**src/flash_guard_defs.svh**
```systemverilog
// Constants for the flash power and write-protection block
`ifndef FLASH_GUARD_DEFS_SVH
`define FLASH_GUARD_DEFS_SVH

// ==========================================================
// Status register field positions
`define SR_BUSY_BIT     0
`define SR_LATCH_BIT    1
`define SR_LEVEL_LSB    2
`define SR_LEVEL_MSB    4
`define SR_PIN_DIS_BIT  6
`define SR_LOCK_BIT     7

// ==========================================================
// Reset values of the non-volatile bits
`define LEVEL_RESET     3'h0
`define PIN_DIS_RESET   1'h0
`define LOCK_RESET      1'h0

// ==========================================================
// Instruction codes
`define OPC_WRITE_UNLOCK 8'h06
`define OPC_WRITE_LOCK   8'h04
`define OPC_STATUS_READ  8'h05
`define OPC_STATUS_WRITE 8'h01
`define OPC_PAGE_WRITE   8'h02
`define OPC_FOUR_K_WIPE  8'h20
`define OPC_BLOCK_WIPE   8'hD8
`define OPC_CHIP_WIPE_A  8'hC7
`define OPC_CHIP_WIPE_B  8'h60
`define OPC_DEEP_SLEEP   8'hB9
`define OPC_WAKE_READ_ID 8'hAB
`define OPC_OTP_ENTER    8'h3A

// ==========================================================
// Upper ends of the protected lower regions, codes 1 to 6
`define PROT_END_1 24'h0FDFFF
`define PROT_END_2 24'h0FBFFF
`define PROT_END_3 24'h0F7FFF
`define PROT_END_4 24'h0EFFFF
`define PROT_END_5 24'h0DFFFF
`define PROT_END_6 24'h0BFFFF

// ==========================================================
// Timing
`define CLK_PERIOD_NS   5
`define PUW_TIME_US     10
`define PUW_CYCLES      ((`PUW_TIME_US * 1000 + `CLK_PERIOD_NS - 1) / `CLK_PERIOD_NS)
`define STATUS_CYCLES   200
`define PAGE_CYCLES     400
`define ERASE_CYCLES    800

`endif

```
**src/flash_guard_pkg.sv**
```systemverilog
// Types shared by the flash power and write-protection block
package flash_guard_pkg;
    // Power state of the device
    typedef enum logic [1:0] {
        PWR_ACTIVE  = 2'b00,
        PWR_STANDBY = 2'b01,
        PWR_DEEP    = 2'b10
    } power_state_t;
    // Kind of internal write cycle
    typedef enum logic [2:0] {
        OP_NONE   = 3'b000,
        OP_STATUS = 3'b001,
        OP_PAGE   = 3'b010,
        OP_FOUR_K = 3'b011,
        OP_BLOCK  = 3'b100,
        OP_CHIP   = 3'b101
    } op_kind_t;
endpackage

```
**src/pin_if.sv**
```systemverilog
// Synchronised serial pins passed from the synchroniser to the core
`timescale 1ns/1ps
interface pin_if;
    logic sclk;     // Serial clock level
    logic cs_n;     // Select, low active
    logic mosi;     // Serial data in
    logic wp_n;     // Write protect pin, low active
    // Synchroniser side
    modport src (output sclk, output cs_n, output mosi, output wp_n);
    // Core side
    modport dst (input sclk, input cs_n, input mosi, input wp_n);
endinterface

```
**src/area_guard.sv**
```systemverilog
// Decodes whether a write or erase target lies in a protected area
`timescale 1ns/1ps
`include "flash_guard_defs.svh"
module area_guard (
    // Protection settings
    input  wire logic [2:0]  level,
    input  wire logic        otp_mode,
    input  wire logic        otp_lock,
    // Target
    input  wire logic [23:0] addr,
    input  wire logic        whole_chip,
    // Verdict
    output logic             hit
);
    logic [23:0] area_end;   // Last protected address
    logic        level_hit;  // Target inside the lower region

    // Upper end of the protected region for each level
    assign area_end = (level == 3'h1) ? `PROT_END_1 :
                      (level == 3'h2) ? `PROT_END_2 :
                      (level == 3'h3) ? `PROT_END_3 :
                      (level == 3'h4) ? `PROT_END_4 :
                      (level == 3'h5) ? `PROT_END_5 : `PROT_END_6;

    // Level 0 guards nothing, level 7 everything
    assign level_hit = (level == 3'h0) ? 1'b0 :
                       (level == 3'h7) ? 1'b1 :
                       whole_chip | (addr <= area_end);

    // The one-time sector is guarded only by its own lock
    assign hit = otp_mode ? otp_lock : level_hit;
endmodule

```
**src/flash_guard.sv**
```systemverilog
// Power states, status register and write protection of a serial flash
//
// Summary of operation
// - Select low means device active
// - After select high, stay active until idle
// - Deep sleep until wake instruction
// - Deep sleep ignores all but wake
// - Busy bit shows running internal cycle
// - Modifying instructions need write enable latch
// - Latch clears at reset and completions
// - Protect level bits non-volatile, size region
// - Writes into protected region refused
// - Protect level code maps region ends
// - Pin disable bit defeats protect pin
// - Pin mode makes lock, level read-only
// - One-time mode: lock bit gates sector
// - Set one-time lock clears only at reset
// - One-time status write just sets lock
// - Write instructions need whole-byte frames
// - Writes blocked during power-up wait
`timescale 1ns/1ps
`include "flash_guard_defs.svh"
module flash_guard #(
    parameter int STATUS_CYCLES = `STATUS_CYCLES,
    parameter int PAGE_CYCLES   = `PAGE_CYCLES,
    parameter int ERASE_CYCLES  = `ERASE_CYCLES,
    parameter logic [7:0] DEVICE_ID = 8'h5A   // Arbitrary identity value
) (
    // Clock and reset
    input  wire logic       clock,
    input  wire logic       rst_n,
    // Serial link pins
    input  wire logic       sclk,
    input  wire logic       cs_n,
    input  wire logic       mosi,
    output logic            miso,
    output logic            miso_oe,
    // Protect pin
    input  wire logic       wp_n,
    // Device state
    output flash_guard_pkg::power_state_t power_state,
    output logic            write_in_progress,
    output logic            otp_mode,
    // Internal cycle start towards the array
    output logic            op_start,
    output flash_guard_pkg::op_kind_t op_kind,
    output logic [23:0]     op_addr
);

    // ==========================================================
    // Pin synchronisation
    pin_if pins ();

    pin_sync u_sync (
        .clock    (clock),
        .rst_n    (rst_n),
        .sclk_pin (sclk),
        .cs_n_pin (cs_n),
        .mosi_pin (mosi),
        .wp_n_pin (wp_n),
        .pins     (pins.src)
    );

    // ==========================================================
    // Frame tracking
    logic       sclk_q;       // Previous serial clock level
    logic       cs_q;         // Previous select level
    logic [2:0] bit_cnt;      // Bit within current byte
    logic [8:0] byte_cnt;     // Whole bytes in frame, saturating
    logic [7:0] shift_in;     // Incoming bits
    logic [7:0] opcode;       // First byte of frame
    logic [23:0] addr;        // Address bytes
    logic [7:0] data_byte;    // Second byte, status data

    wire in_frame  = ~pins.cs_n;
    wire sclk_rise = pins.sclk & ~sclk_q;
    wire sclk_fall = ~pins.sclk & sclk_q;
    wire frame_end = pins.cs_n & ~cs_q;
    wire byte_done = in_frame & sclk_rise & (bit_cnt == 3'h7);
    wire [7:0] new_byte = {shift_in[6:0], pins.mosi};

    // Edge history of the synchronised pins
    always_ff @(posedge clock) begin
        if (!rst_n) begin
            sclk_q <= 1'b0;
            cs_q   <= 1'b1;
        end else begin
            sclk_q <= pins.sclk;
            cs_q   <= pins.cs_n;
        end
    end

    // Bit and byte counting, cleared while deselected
    always_ff @(posedge clock) begin
        if (!rst_n || !in_frame) begin
            bit_cnt  <= 3'h0;
            byte_cnt <= 9'h000;
        end else if (sclk_rise) begin
            bit_cnt <= bit_cnt + 3'h1;
            if (bit_cnt == 3'h7 && byte_cnt != 9'h1FF) begin
                byte_cnt <= byte_cnt + 9'h001;
            end
        end
    end

    // Capture of the instruction, address and data bytes
    always_ff @(posedge clock) begin
        if (!rst_n) begin
            shift_in  <= 8'h00;
            opcode    <= 8'h00;
            addr      <= 24'h000000;
            data_byte <= 8'h00;
        end else if (in_frame && sclk_rise) begin
            shift_in <= new_byte;
            if (byte_done && byte_cnt == 9'h000) begin
                opcode <= new_byte;
            end
            if (byte_done && byte_cnt >= 9'h001 && byte_cnt <= 9'h003) begin
                addr <= {addr[15:0], new_byte};
            end
            if (byte_done && byte_cnt == 9'h001) begin
                data_byte <= new_byte;
            end
        end
    end

    // ==========================================================
    // Status bits and protection state
    logic       write_enable_latch; // Write enable latch
    logic [2:0] level;        // Protect level, non-volatile
    logic       pin_dis;      // Protect pin disable, non-volatile
    logic       lock;         // Status lock, non-volatile
    logic       otp_lock;     // One-time sector lock
    logic       busy;         // Internal cycle running
    logic [15:0] busy_cnt;    // Cycles left in internal cycle
    logic [7:0] held_data;    // Status data kept for the cycle
    logic       puw_done;     // Power-up wait over
    logic [15:0] puw_cnt;     // Power-up wait counter
    logic       deep;         // In deep power-down

    // Pin protection needs lock set, pin low and pin honoured
    wire pin_prot = lock & ~pins.wp_n & ~pin_dis;

    // Lock position shows the one-time lock in one-time mode
    wire lock_view = otp_mode ? otp_lock : lock;

    wire [7:0] status_byte = {lock_view, pin_dis, 1'b0, level, write_enable_latch, busy};

    // ==========================================================
    // Instruction decode at frame end
    wire aligned = (bit_cnt == 3'h0);
    wire one_byte = aligned & (byte_cnt == 9'h001);
    wire ready = ~busy & puw_done & ~deep;

    wire is_unlock = (opcode == `OPC_WRITE_UNLOCK);
    wire is_lock   = (opcode == `OPC_WRITE_LOCK);
    wire is_swrite = (opcode == `OPC_STATUS_WRITE);
    wire is_page   = (opcode == `OPC_PAGE_WRITE);
    wire is_four_k = (opcode == `OPC_FOUR_K_WIPE);
    wire is_block  = (opcode == `OPC_BLOCK_WIPE);
    wire is_chip   = (opcode == `OPC_CHIP_WIPE_A) | (opcode == `OPC_CHIP_WIPE_B);
    wire is_sleep  = (opcode == `OPC_DEEP_SLEEP);
    wire is_wake   = (opcode == `OPC_WAKE_READ_ID);
    wire is_otp    = (opcode == `OPC_OTP_ENTER);
    wire is_sread  = (opcode == `OPC_STATUS_READ);

    // Area check for the pending target
    logic area_hit;

    area_guard u_guard (
        .level      (level),
        .otp_mode   (otp_mode),
        .otp_lock   (otp_lock),
        .addr       (addr),
        .whole_chip (is_chip),
        .hit        (area_hit)
    );

    // Accepted instructions; all modifying ones need the latch
    wire cmd_ok    = frame_end & ready;
    wire do_unlock = cmd_ok & one_byte & is_unlock;
    wire do_lock   = cmd_ok & one_byte & is_lock;
    wire do_sleep  = cmd_ok & one_byte & is_sleep;
    wire do_otp    = cmd_ok & one_byte & is_otp;
    wire do_wake   = frame_end & deep & is_wake & (byte_cnt != 9'h000);
    wire go_status = cmd_ok & write_enable_latch & aligned & (byte_cnt == 9'h002) & is_swrite
                     & ~pin_prot;
    wire go_page   = cmd_ok & write_enable_latch & aligned & (byte_cnt >= 9'h005) & is_page
                     & ~area_hit;
    wire go_four_k = cmd_ok & write_enable_latch & aligned & (byte_cnt == 9'h004) & is_four_k
                     & ~area_hit;
    wire go_block  = cmd_ok & write_enable_latch & aligned & (byte_cnt == 9'h004) & is_block
                     & ~area_hit;
    wire go_chip   = cmd_ok & write_enable_latch & one_byte & is_chip & ~area_hit;
    wire go_any    = go_status | go_page | go_four_k | go_block | go_chip;

    // Kind of cycle being started
    wire flash_guard_pkg::op_kind_t next_kind =
        go_status ? flash_guard_pkg::OP_STATUS :
        go_page   ? flash_guard_pkg::OP_PAGE   :
        go_four_k ? flash_guard_pkg::OP_FOUR_K :
        go_block  ? flash_guard_pkg::OP_BLOCK  :
        go_chip   ? flash_guard_pkg::OP_CHIP   : flash_guard_pkg::OP_NONE;

    // Cycle length for each kind
    logic [15:0] next_len;
    always_comb begin
        case (next_kind)
            flash_guard_pkg::OP_STATUS: next_len = 16'(STATUS_CYCLES - 1);
            flash_guard_pkg::OP_PAGE:   next_len = 16'(PAGE_CYCLES - 1);
            flash_guard_pkg::OP_NONE:   next_len = 16'h0000;
            default:                    next_len = 16'(ERASE_CYCLES - 1);
        endcase
    end

    wire cycle_done = busy & (busy_cnt == 16'h0000);

    // ==========================================================
    // Power-up wait; no modifying instruction before it ends
    always_ff @(posedge clock) begin
        if (!rst_n) begin
            puw_cnt  <= 16'h0000;
            puw_done <= 1'b0;
        end else if (!puw_done) begin
            puw_cnt  <= puw_cnt + 16'h0001;
            puw_done <= (puw_cnt == 16'(`PUW_CYCLES - 1));
        end
    end

    // Internal cycle timer drives the busy bit
    always_ff @(posedge clock) begin
        if (!rst_n) begin
            busy      <= 1'b0;
            busy_cnt  <= 16'h0000;
            held_data <= 8'h00;
        end else if (go_any) begin
            busy      <= 1'b1;
            busy_cnt  <= next_len;
            held_data <= data_byte;
        end else if (cycle_done) begin
            busy <= 1'b0;
        end else if (busy) begin
            busy_cnt <= busy_cnt - 16'h0001;
        end
    end

    // Write enable latch
    always_ff @(posedge clock) begin
        if (!rst_n) begin
            write_enable_latch <= 1'b0;
        end else if (cycle_done || do_lock) begin
            write_enable_latch <= 1'b0;
        end else if (do_unlock) begin
            write_enable_latch <= 1'b1;
        end
    end

    // Non-volatile bits change only when a status cycle ends
    always_ff @(posedge clock) begin
        if (!rst_n) begin
            level    <= `LEVEL_RESET;
            pin_dis  <= `PIN_DIS_RESET;
            lock     <= `LOCK_RESET;
            otp_lock <= 1'b0;
        end else if (cycle_done && op_kind == flash_guard_pkg::OP_STATUS) begin
            if (otp_mode) begin
                otp_lock <= 1'b1;
            end else begin
                level   <= held_data[`SR_LEVEL_MSB:`SR_LEVEL_LSB];
                pin_dis <= held_data[`SR_PIN_DIS_BIT];
                lock    <= held_data[`SR_LOCK_BIT];
            end
        end
    end

    // One-time mode entry and exit
    always_ff @(posedge clock) begin
        if (!rst_n) begin
            otp_mode <= 1'b0;
        end else if (do_otp) begin
            otp_mode <= 1'b1;
        end else if (do_lock) begin
            otp_mode <= 1'b0;
        end
    end

    // Deep power-down entry and release
    always_ff @(posedge clock) begin
        if (!rst_n) begin
            deep <= 1'b0;
        end else if (do_sleep) begin
            deep <= 1'b1;
        end else if (do_wake) begin
            deep <= 1'b0;
        end
    end

    // ==========================================================
    // Outputs of state
    always_ff @(posedge clock) begin
        if (!rst_n) begin
            power_state <= flash_guard_pkg::PWR_STANDBY;
        end else if (deep) begin
            power_state <= flash_guard_pkg::PWR_DEEP;
        end else if (in_frame || busy) begin
            power_state <= flash_guard_pkg::PWR_ACTIVE;
        end else begin
            power_state <= flash_guard_pkg::PWR_STANDBY;
        end
    end

    // Busy bit mirrored to a pin
    always_ff @(posedge clock) begin
        if (!rst_n) begin
            write_in_progress <= 1'b0;
        end else begin
            write_in_progress <= busy;
        end
    end

    // Start pulse and target of each accepted cycle
    always_ff @(posedge clock) begin
        if (!rst_n) begin
            op_start <= 1'b0;
            op_kind  <= flash_guard_pkg::OP_NONE;
            op_addr  <= 24'h000000;
        end else begin
            op_start <= go_any;
            if (go_any) begin
                op_kind <= next_kind;
                op_addr <= addr;
            end
        end
    end

    // ==========================================================
    // Serial output of status and identity
    logic [7:0] tx;               // Outgoing bits
    wire rd_status = is_sread & ~deep & (byte_cnt != 9'h000);
    wire rd_id     = is_wake & (byte_cnt >= 9'h004);
    wire [7:0] tx_src = rd_status ? status_byte :
                        rd_id     ? DEVICE_ID   : 8'h00;

    // Bits change on falling serial clock, reload each byte
    always_ff @(posedge clock) begin
        if (!rst_n || !in_frame) begin
            tx      <= 8'h00;
            miso    <= 1'b0;
            miso_oe <= 1'b0;
        end else if (sclk_fall) begin
            miso_oe <= rd_status | rd_id;
            if (bit_cnt == 3'h0) begin
                miso <= tx_src[7];
                tx   <= {tx_src[6:0], 1'b0};
            end else begin
                miso <= tx[7];
                tx   <= {tx[6:0], 1'b0};
            end
        end
    end

endmodule

```
**src/pin_sync.sv**
```systemverilog
// Two-stage synchronisers for the serial pins
`timescale 1ns/1ps
module pin_sync (
    // Clock and reset
    input  wire logic clock,
    input  wire logic rst_n,
    // Raw pins
    input  wire logic sclk_pin,
    input  wire logic cs_n_pin,
    input  wire logic mosi_pin,
    input  wire logic wp_n_pin,
    // Synchronised levels
    pin_if.src        pins
);
    logic [3:0] stage1;   // First stage, read only by stage2
    logic [3:0] stage2;   // Second stage, safe to use

    // Two flip-flops per pin; select and protect idle high
    always_ff @(posedge clock) begin
        if (!rst_n) begin
            stage1 <= 4'hA;
            stage2 <= 4'hA;
        end else begin
            stage1 <= {wp_n_pin, mosi_pin, cs_n_pin, sclk_pin};
            stage2 <= stage1;
        end
    end

    // Hand out the second stage
    assign pins.sclk = stage2[0];
    assign pins.cs_n = stage2[1];
    assign pins.mosi = stage2[2];
    assign pins.wp_n = stage2[3];
endmodule

```
**config.mk**
```make
export PLATFORM = sky130hd
export DESIGN_NAME = flash_guard
export DESIGN_NICKNAME = d
export VERILOG_FILES = /design/src/flash_guard_pkg.sv /design/src/pin_if.sv /design/src/area_guard.sv /design/src/flash_guard.sv /design/src/pin_sync.sv
export VERILOG_INCLUDE_DIRS = /design/src
export SDC_FILE = /design/constraint.sdc
export NUM_CORES = 1
export LEC_CHECK = 0
export BUFFER_PORTS_ARGS = -buffer_cell sky130_fd_sc_hd__buf_2
export CAP_MARGIN = 20
export CORE_AREA = 2 2 117 119
export CTS_CLUSTER_SIZE = 8
export DETAILED_ROUTE_END_ITERATION = 16
export DIE_AREA = 0 0 119 121
export GPL_TIMING_DRIVEN = 0
export PLACE_DENSITY_LB_ADDON = 0.25
export REMOVE_ABC_BUFFERS = 1
export SLEW_MARGIN = 10
export SYNTH_ARGS = -nofsm -noshare
export SYNTH_HDL_FRONTEND = slang
export SYNTH_SLANG_ARGS = --single-unit
```
**constraint.sdc**
```tcl
create_clock -name clock -period 3.42 [get_ports clock]
set_input_delay 0.513 -clock clock [delete_from_list [all_inputs] [get_ports clock]]
set_output_delay 0.513 -clock clock [all_outputs]
set_load 0.01 [all_outputs]
```
# Word level (Yosys, flattened, before mapping)
# Cells that the tools add are included.
dict set report totals {
  output_inout_bits 34
  wordCells 185
  in_bits 6
  regBits 161
}
dict set report classes {
  reduce_logical 29
  n_bitwise 58
  eq_ne 28
  n_addsub 4
  magnitude_cmp 5
  muxes 31
}
# cell count
set op_table {}
lappend op_table {{$mux 24} 4}
lappend op_table {{$mux 16} 3}
lappend op_table {{$and 1x1->1} 39}
lappend op_table {{$eq 8x8->1 const B} 4}
lappend op_table {{$pmux 10 s3} 1}
lappend op_table {{$eq 8x3->1 const B} 3}
lappend op_table {{$le 24x24->1} 1}
lappend op_table {{$mux 19} 1}
lappend op_table {{$ge 9x3->1 const B} 2}
lappend op_table {{$add 16x1->16 const B} 1}
lappend op_table {{$eq 16x11->1 const B} 1}
lappend op_table {{$eq 8x6->1 const B} 2}
lappend op_table {{$logic_not 16->1} 1}
lappend op_table {{$mux 8} 2}
lappend op_table {{$sub 16x1->16 const B} 1}
lappend op_table {{$mux 3} 5}
lappend op_table {{$reduce_and 2->1} 7}
lappend op_table {{$mux 1} 13}
lappend op_table {{$eq 3x3->1 const B} 4}
lappend op_table {{$not 1->1} 12}
lappend op_table {{$add 9x1->9 const B} 1}
lappend op_table {{$eq 3x1->1 const B} 3}
lappend op_table {{$eq 3x2->1 const B} 3}
lappend op_table {{$eq 9x1->1 const B} 1}
lappend op_table {{other kinds (21)} 40}

# Logic depth before layout (Yosys ltp)
dict set report logic_depth {
  depth_word 21
  depth_mapped 14
  mapped_depth_nobuf 10
}

# By module
# A second synthesis with hierarchy kept.
dict set report unflattened {
  cells_unflattened 757
  area_unflattened_um2 6610.1
}
# module seq_area_each_um2 n_inst cells_per_inst area_per_inst_um2
set by_module_without_submodules {}
lappend by_module_without_submodules {flash_guard 2922.8 1 704 6134.6}
lappend by_module_without_submodules {area_guard 0.0 1 37 265.3}
lappend by_module_without_submodules {pin_sync 160.2 1 16 210.2}

# Worst setup path after synthesis
# OpenSTA, ideal clock, no wires.
dict set report synth_path {
  path_kind {register to register}
  start {register level[2]}
  end {register held_data[2]}
  setup_ns 0.117
  n_path_buf 4
  period_less_slack_ns 2.760
  stages_incl_launch_ff 14
  setup_slack_ns 0.660
  t_arrival_ns 2.643
  t_required_ns 3.303
  path_cell_list {dfxtp_1 -> clkbuf_1 -> and3b_1 -> ha_1 -> nand4_1 -> or4_1 -> o21ai_1 -> o31a_2 -> a21o_1 -> buf_6 -> a21oi_2 -> buf_4 -> buf_6 -> a22o_1}
}
dict set report synth_between {
  elab_chain_cells 17
  word_cells_on_any_way 26
  classes_between {order compare (1); eq/ne (6); mux (8); bitwise (10); reduce/logical (1)}
}
# item line_no
set synth_lines {}
lappend synth_lines {{start: declaration} flash_guard.sv:130} ;# logic [2:0] level;
lappend synth_lines {{start signal: assignment} flash_guard.sv:261} ;# level <= `LEVEL_RESET;
lappend synth_lines {{start signal: assignment} flash_guard.sv:269} ;# level <= held_data[`SR_LEVEL_MSB:`SR_LEVEL_LSB];
lappend synth_lines {{$eq 3x3->1} area_guard.sv:23} ;# (level == 3'h5) ? `PROT_END_5 : `PROT_END_6;
lappend synth_lines {{$mux 19 (no line)} -}
lappend synth_lines {{$mux 24 (no line) (4 in a row)} -}
lappend synth_lines {{$le 24x24->1} area_guard.sv:28} ;# whole_chip | (addr <= area_end);
lappend synth_lines {{$or 1x1->1} area_guard.sv:28}
lappend synth_lines {{$mux 1} area_guard.sv:27} ;# (level == 3'h7) ? 1'b1 :
lappend synth_lines {{$mux 1 (*)} area_guard.sv:26} ;# assign level_hit = (level == 3'h0) ? 1'b0 :
lappend synth_lines {{$mux 1 (*)} area_guard.sv:31} ;# assign hit = otp_mode ? otp_lock : level_hit;
lappend synth_lines {{$not 1->1 (*)} -}
lappend synth_lines {{$and 1x1->1} flash_guard.sv:189} ;# & ~area_hit;
lappend synth_lines {{$or 1x1->1 (3 in a row)} flash_guard.sv:195} ;# wire go_any = go_status | go_page | go_four_k | go_block | go_chip;
lappend synth_lines {{$or 1x1->1 (*)} flash_guard.sv:195}
lappend synth_lines {{end signal: assignment} flash_guard.sv:239} ;# held_data <= data_byte;
lappend synth_lines {{end: declaration} flash_guard.sv:136} ;# logic [7:0] held_data;
# Every way passes the cells marked *; elsewhere a longest branch is shown, timed or not.
# A chain may end at the register's enable or synchronous reset.

# Worst setup path after layout
dict set report layout_path {
  start {register level[2]}
  end {register op_addr[7]}
}
dict set report layout_between {
  elab_chain_cells 17
  word_cells_on_any_way 26
  classes_between {order compare (1); eq/ne (6); mux (8); bitwise (10); reduce/logical (1)}
}
# item line_no
set layout_lines {}
lappend layout_lines {{$eq 3x3->1} area_guard.sv:23}
lappend layout_lines {{$mux 19 (no line)} -}
lappend layout_lines {{$mux 24 (no line) (4 in a row)} -}
lappend layout_lines {{$le 24x24->1} area_guard.sv:28}
lappend layout_lines {{$or 1x1->1} area_guard.sv:28}
lappend layout_lines {{$mux 1} area_guard.sv:27}
lappend layout_lines {{$mux 1 (*)} area_guard.sv:26}
lappend layout_lines {{$mux 1 (*)} area_guard.sv:31}
lappend layout_lines {{$not 1->1 (*)} -}
lappend layout_lines {{$and 1x1->1} flash_guard.sv:189}
lappend layout_lines {{$or 1x1->1 (3 in a row)} flash_guard.sv:195}
lappend layout_lines {{$or 1x1->1 (*)} flash_guard.sv:195}
lappend layout_lines {{end signal: assignment} flash_guard.sv:331} ;# op_addr <= addr;
lappend layout_lines {{end: declaration} flash_guard.sv:47} ;# output logic [23:0] op_addr
# Marks and branches as above.

==> metrics.cfg <==
[flow_run]
maxCapViolCount=0

[synthesis]
syn_inst=725
ys_warn_count=0
synth_flop_cell=dfxtp_1
synth_edf_count=0
synth_area_um2=6490
synthArstFlopShare_pct=0
synth_top_area_cell=dfxtp_1
yosysSeqAreaShare_pct=47.5
synth_top_cell_area_share_pct=47.5
synth_seq_cells=154
synth.area.top_cells=dfxtp_1 (48%), nand2_1 (5.8%), nor2_1 (5.1%)
syn_avg_cell_area_um2=8.95
synth.distinct_cells=64

[floorplan]
ios=40
initial_core_util_pct=49.6
die_w_um=119
die_area_um2=14400
rows=42
die_h_um=121
core_um2=13100

[sta]
finalSetupViolCount=0
min_period_over_period_pct=93.5
final.min_clock_period_ns=3.20
drv_slew=0
clock_skew_ns=0.00813
whs_ns=0.262
relSlewSlack_pct=41.1
rsz0062_at_grt=no
worst_pin_slew_ns=0.883
hold_viol=0
max_freq_mhz=313
fin_setup_tns_ns=0

[cells_and_area]
drive_gt1_share_pct=12.6
fill_cells=1141
area_delta_synth_final_pct=14.0
final_net_count=772
antenna_cells=0

[routing]
drc_errors=0
firstDrtPassIters=5
dr_total_vias=5191
detail_route.vias_per_cell=5.53
wl_per_cell_um=14.8
ant_nets=0
routed_wl_um=13900
drtIter0Drc=303

[clock_tree]
clockBufferDepth=2
cts_root_buf=clkbuf_16
worstSkewPairLatency_ns=0.43
path_clk_slew_ns=0.06
h-tree-depth=4
cts_tree=built
numCtsBuffers=17
clock-sinks=154
cts_setup_buffers=0

[grt]
track_usage_pct=19.9
grt-ovfl-total=0
grt_pass1_wl_um=22900
grt_max_degree=46
antenna_found_initial=0
grt_pass1_vias=4786

[hold_path]
worstHoldPathType=input pin to flop
hold_start=cs_n

[run_status]
status=complete, no violations

[critical_path]
path_max_fanout=18
critical_path_class=flop to flop
rrSetupSlack_ns=0.22
worstSetupEndpointType=flop
crit_required_ns=3.74
worstPathArrival_ns=3.52
startpoint_type=flop
timing.rr.start=level[2]$_SDFFE_PN0P_
cp-startpoint=level[2]$_SDFFE_PN0P_

[placement]
dpl.hpwl_um=9700
io_buffers=39
place.gp.congestion=0.866

[power]
peakVddDrop_mv=0.362
p_per_area_nw_per_um2=502
power.leakage_nw=2.81

[path summary, 6_finish.rpt]
path	end	depth (start not counted)
max	op_addr[7]$_SDFFE_PN0N_	10
min	u_sync.stage1[1]$_SDFF_PN1_	2
max reg2reg	op_addr[7]$_SDFFE_PN0N_	10
min reg2reg	u_sync.stage2[3]$_SDFF_PN1_	1
[cells by family after synthesis]
| logic type | Yosys count | share of synthesized area, % |
|---|---|---|
| compound gates | 135 | 14.2 |
| xor+xnor | 31 | 4.18 |
| fa+ha+maj | 16 | 3.08 |
| buf+inv | 50 | 3.37 |
| flops | 154 | 47.5 |
| mux | 22 | 3.39 |
| simple gates | 317 | 24.3 |
[sequential cells by signal, summed over array words and instances (netlist names), 2 cells and up]
signal         count
power_state        2
puw_cnt           16
byte_cnt           9
bit_cnt            3
u_sync.stage1      4
level              3
op_kind            3
u_sync.stage2      4
op_addr           24
shift_in           7
busy_cnt          16
data_byte          5
tx                 7
addr              24
held_data          5
opcode             8
[Yosys cell counts (3+ instances only)]
master	instances
dfxtp_1	154
nand2_1	100
nor2_1	89
a21oi_1	49
a22o_1	29
clkbuf_1	23
mux2i_1	22
ha_1	16
xnor2_1	16
xor2_1	15
nand2b_1	14
o21ai_0	14
nand4_1	13
nor3_1	13
inv_1	12
nand3_1	12
and2_1	11
nor4_1	10
nor2b_1	9
and3_1	8
a22oi_1	7
buf_2	7
a211oi_1	5
a31oi_1	5
nor3b_1	5
buf_1	4
or3_1	4
or4_1	4
a21o_1	3
a21oi_2	3
and3b_1	3
nor4b_1	3
o2111a_1	3
[final cells by class]
class	count	area (µm²)	share of cell area, %
repair buffers	44	260	3.52
clock buffers	20	467	6.31
inverters	12	45.0	0.609
multi-input cells	521	3200	43.3
well taps	176	220	2.98
clock inverters	11	119	1.61
flip-flops and latches	154	3080	41.7
[worst max-delay path, stage by stage, from the launching register on]
cell and delay, ns:
dfxtp_1 0.54, and3b_1 0.23, ha_1 0.31, nand4_1 0.11
or4_1 0.53, o21ai_1 0.14, o31a_2 0.23, a21o_1 0.31
a21oi_2 0.26, buf_8 0.24, a22o_1 0.19
[repair_timing]
action                     4_1_cts  5_1_grt
hold buffers                     0        0
gates resized for setup          0        2
setup endpoints to repair        0       31
[stage by stage]
stage / area (µm²) / std cells / total power, W / util (%) / setup WS (ns)
CTS: 7390 / 938 / 0.00373 / 56.5 / 0.169
global placement: 6730 / 902 / 0.00189 / 51.4 / -1.58
global route: 7400 / 938 / 0.00383 / 56.5 / 0.0251
finish: 7400 / 938 / 0.00371 / 56.5 / 0.221
detailed placement: 6810 / 907 / 0.00190 / 52.0 / 0.215
floorplan: 6320 / 687 / 0.00188 / - / -0.106
[where the power goes]
group          switching (W)   total, W  internal, W
Combinational      0.0000380  0.0000548    0.0000168
Sequential        0.00000538    0.00181      0.00180
Clock               0.000728    0.00185      0.00112
[layout by cell type (no fill, tap or decap), types with 7 or more instances in the layout]
cell	instances
nand3_1	12
o21ai_0	14
nand4_1	13
and2_1	11
inv_1	11
nand2b_1	14
xor2_1	15
clkbuf_16	17
ha_1	16
dfxtp_1	154
nor3_1	13
mux2i_1	22
nor4_1	9
nor2_1	88
xnor2_1	16
a22oi_1	7
and3_1	8
a21oi_1	49
nand2_1	100
nor2b_1	8
a22o_1	29
buf_2	39
[layer usage]
metal | part of all wire, % | wire length, µm | global-route usage (%)
met5 | 0 | 0 | 0
met4 | 2.0 | 277 | 8.11
met3 | 4.4 | 611 | 5.08
met2 | 48 | 6720 | 33.6
met1 | 45 | 6320 | 24.2
Note: power is estimated with default switching activity, not from simulation.
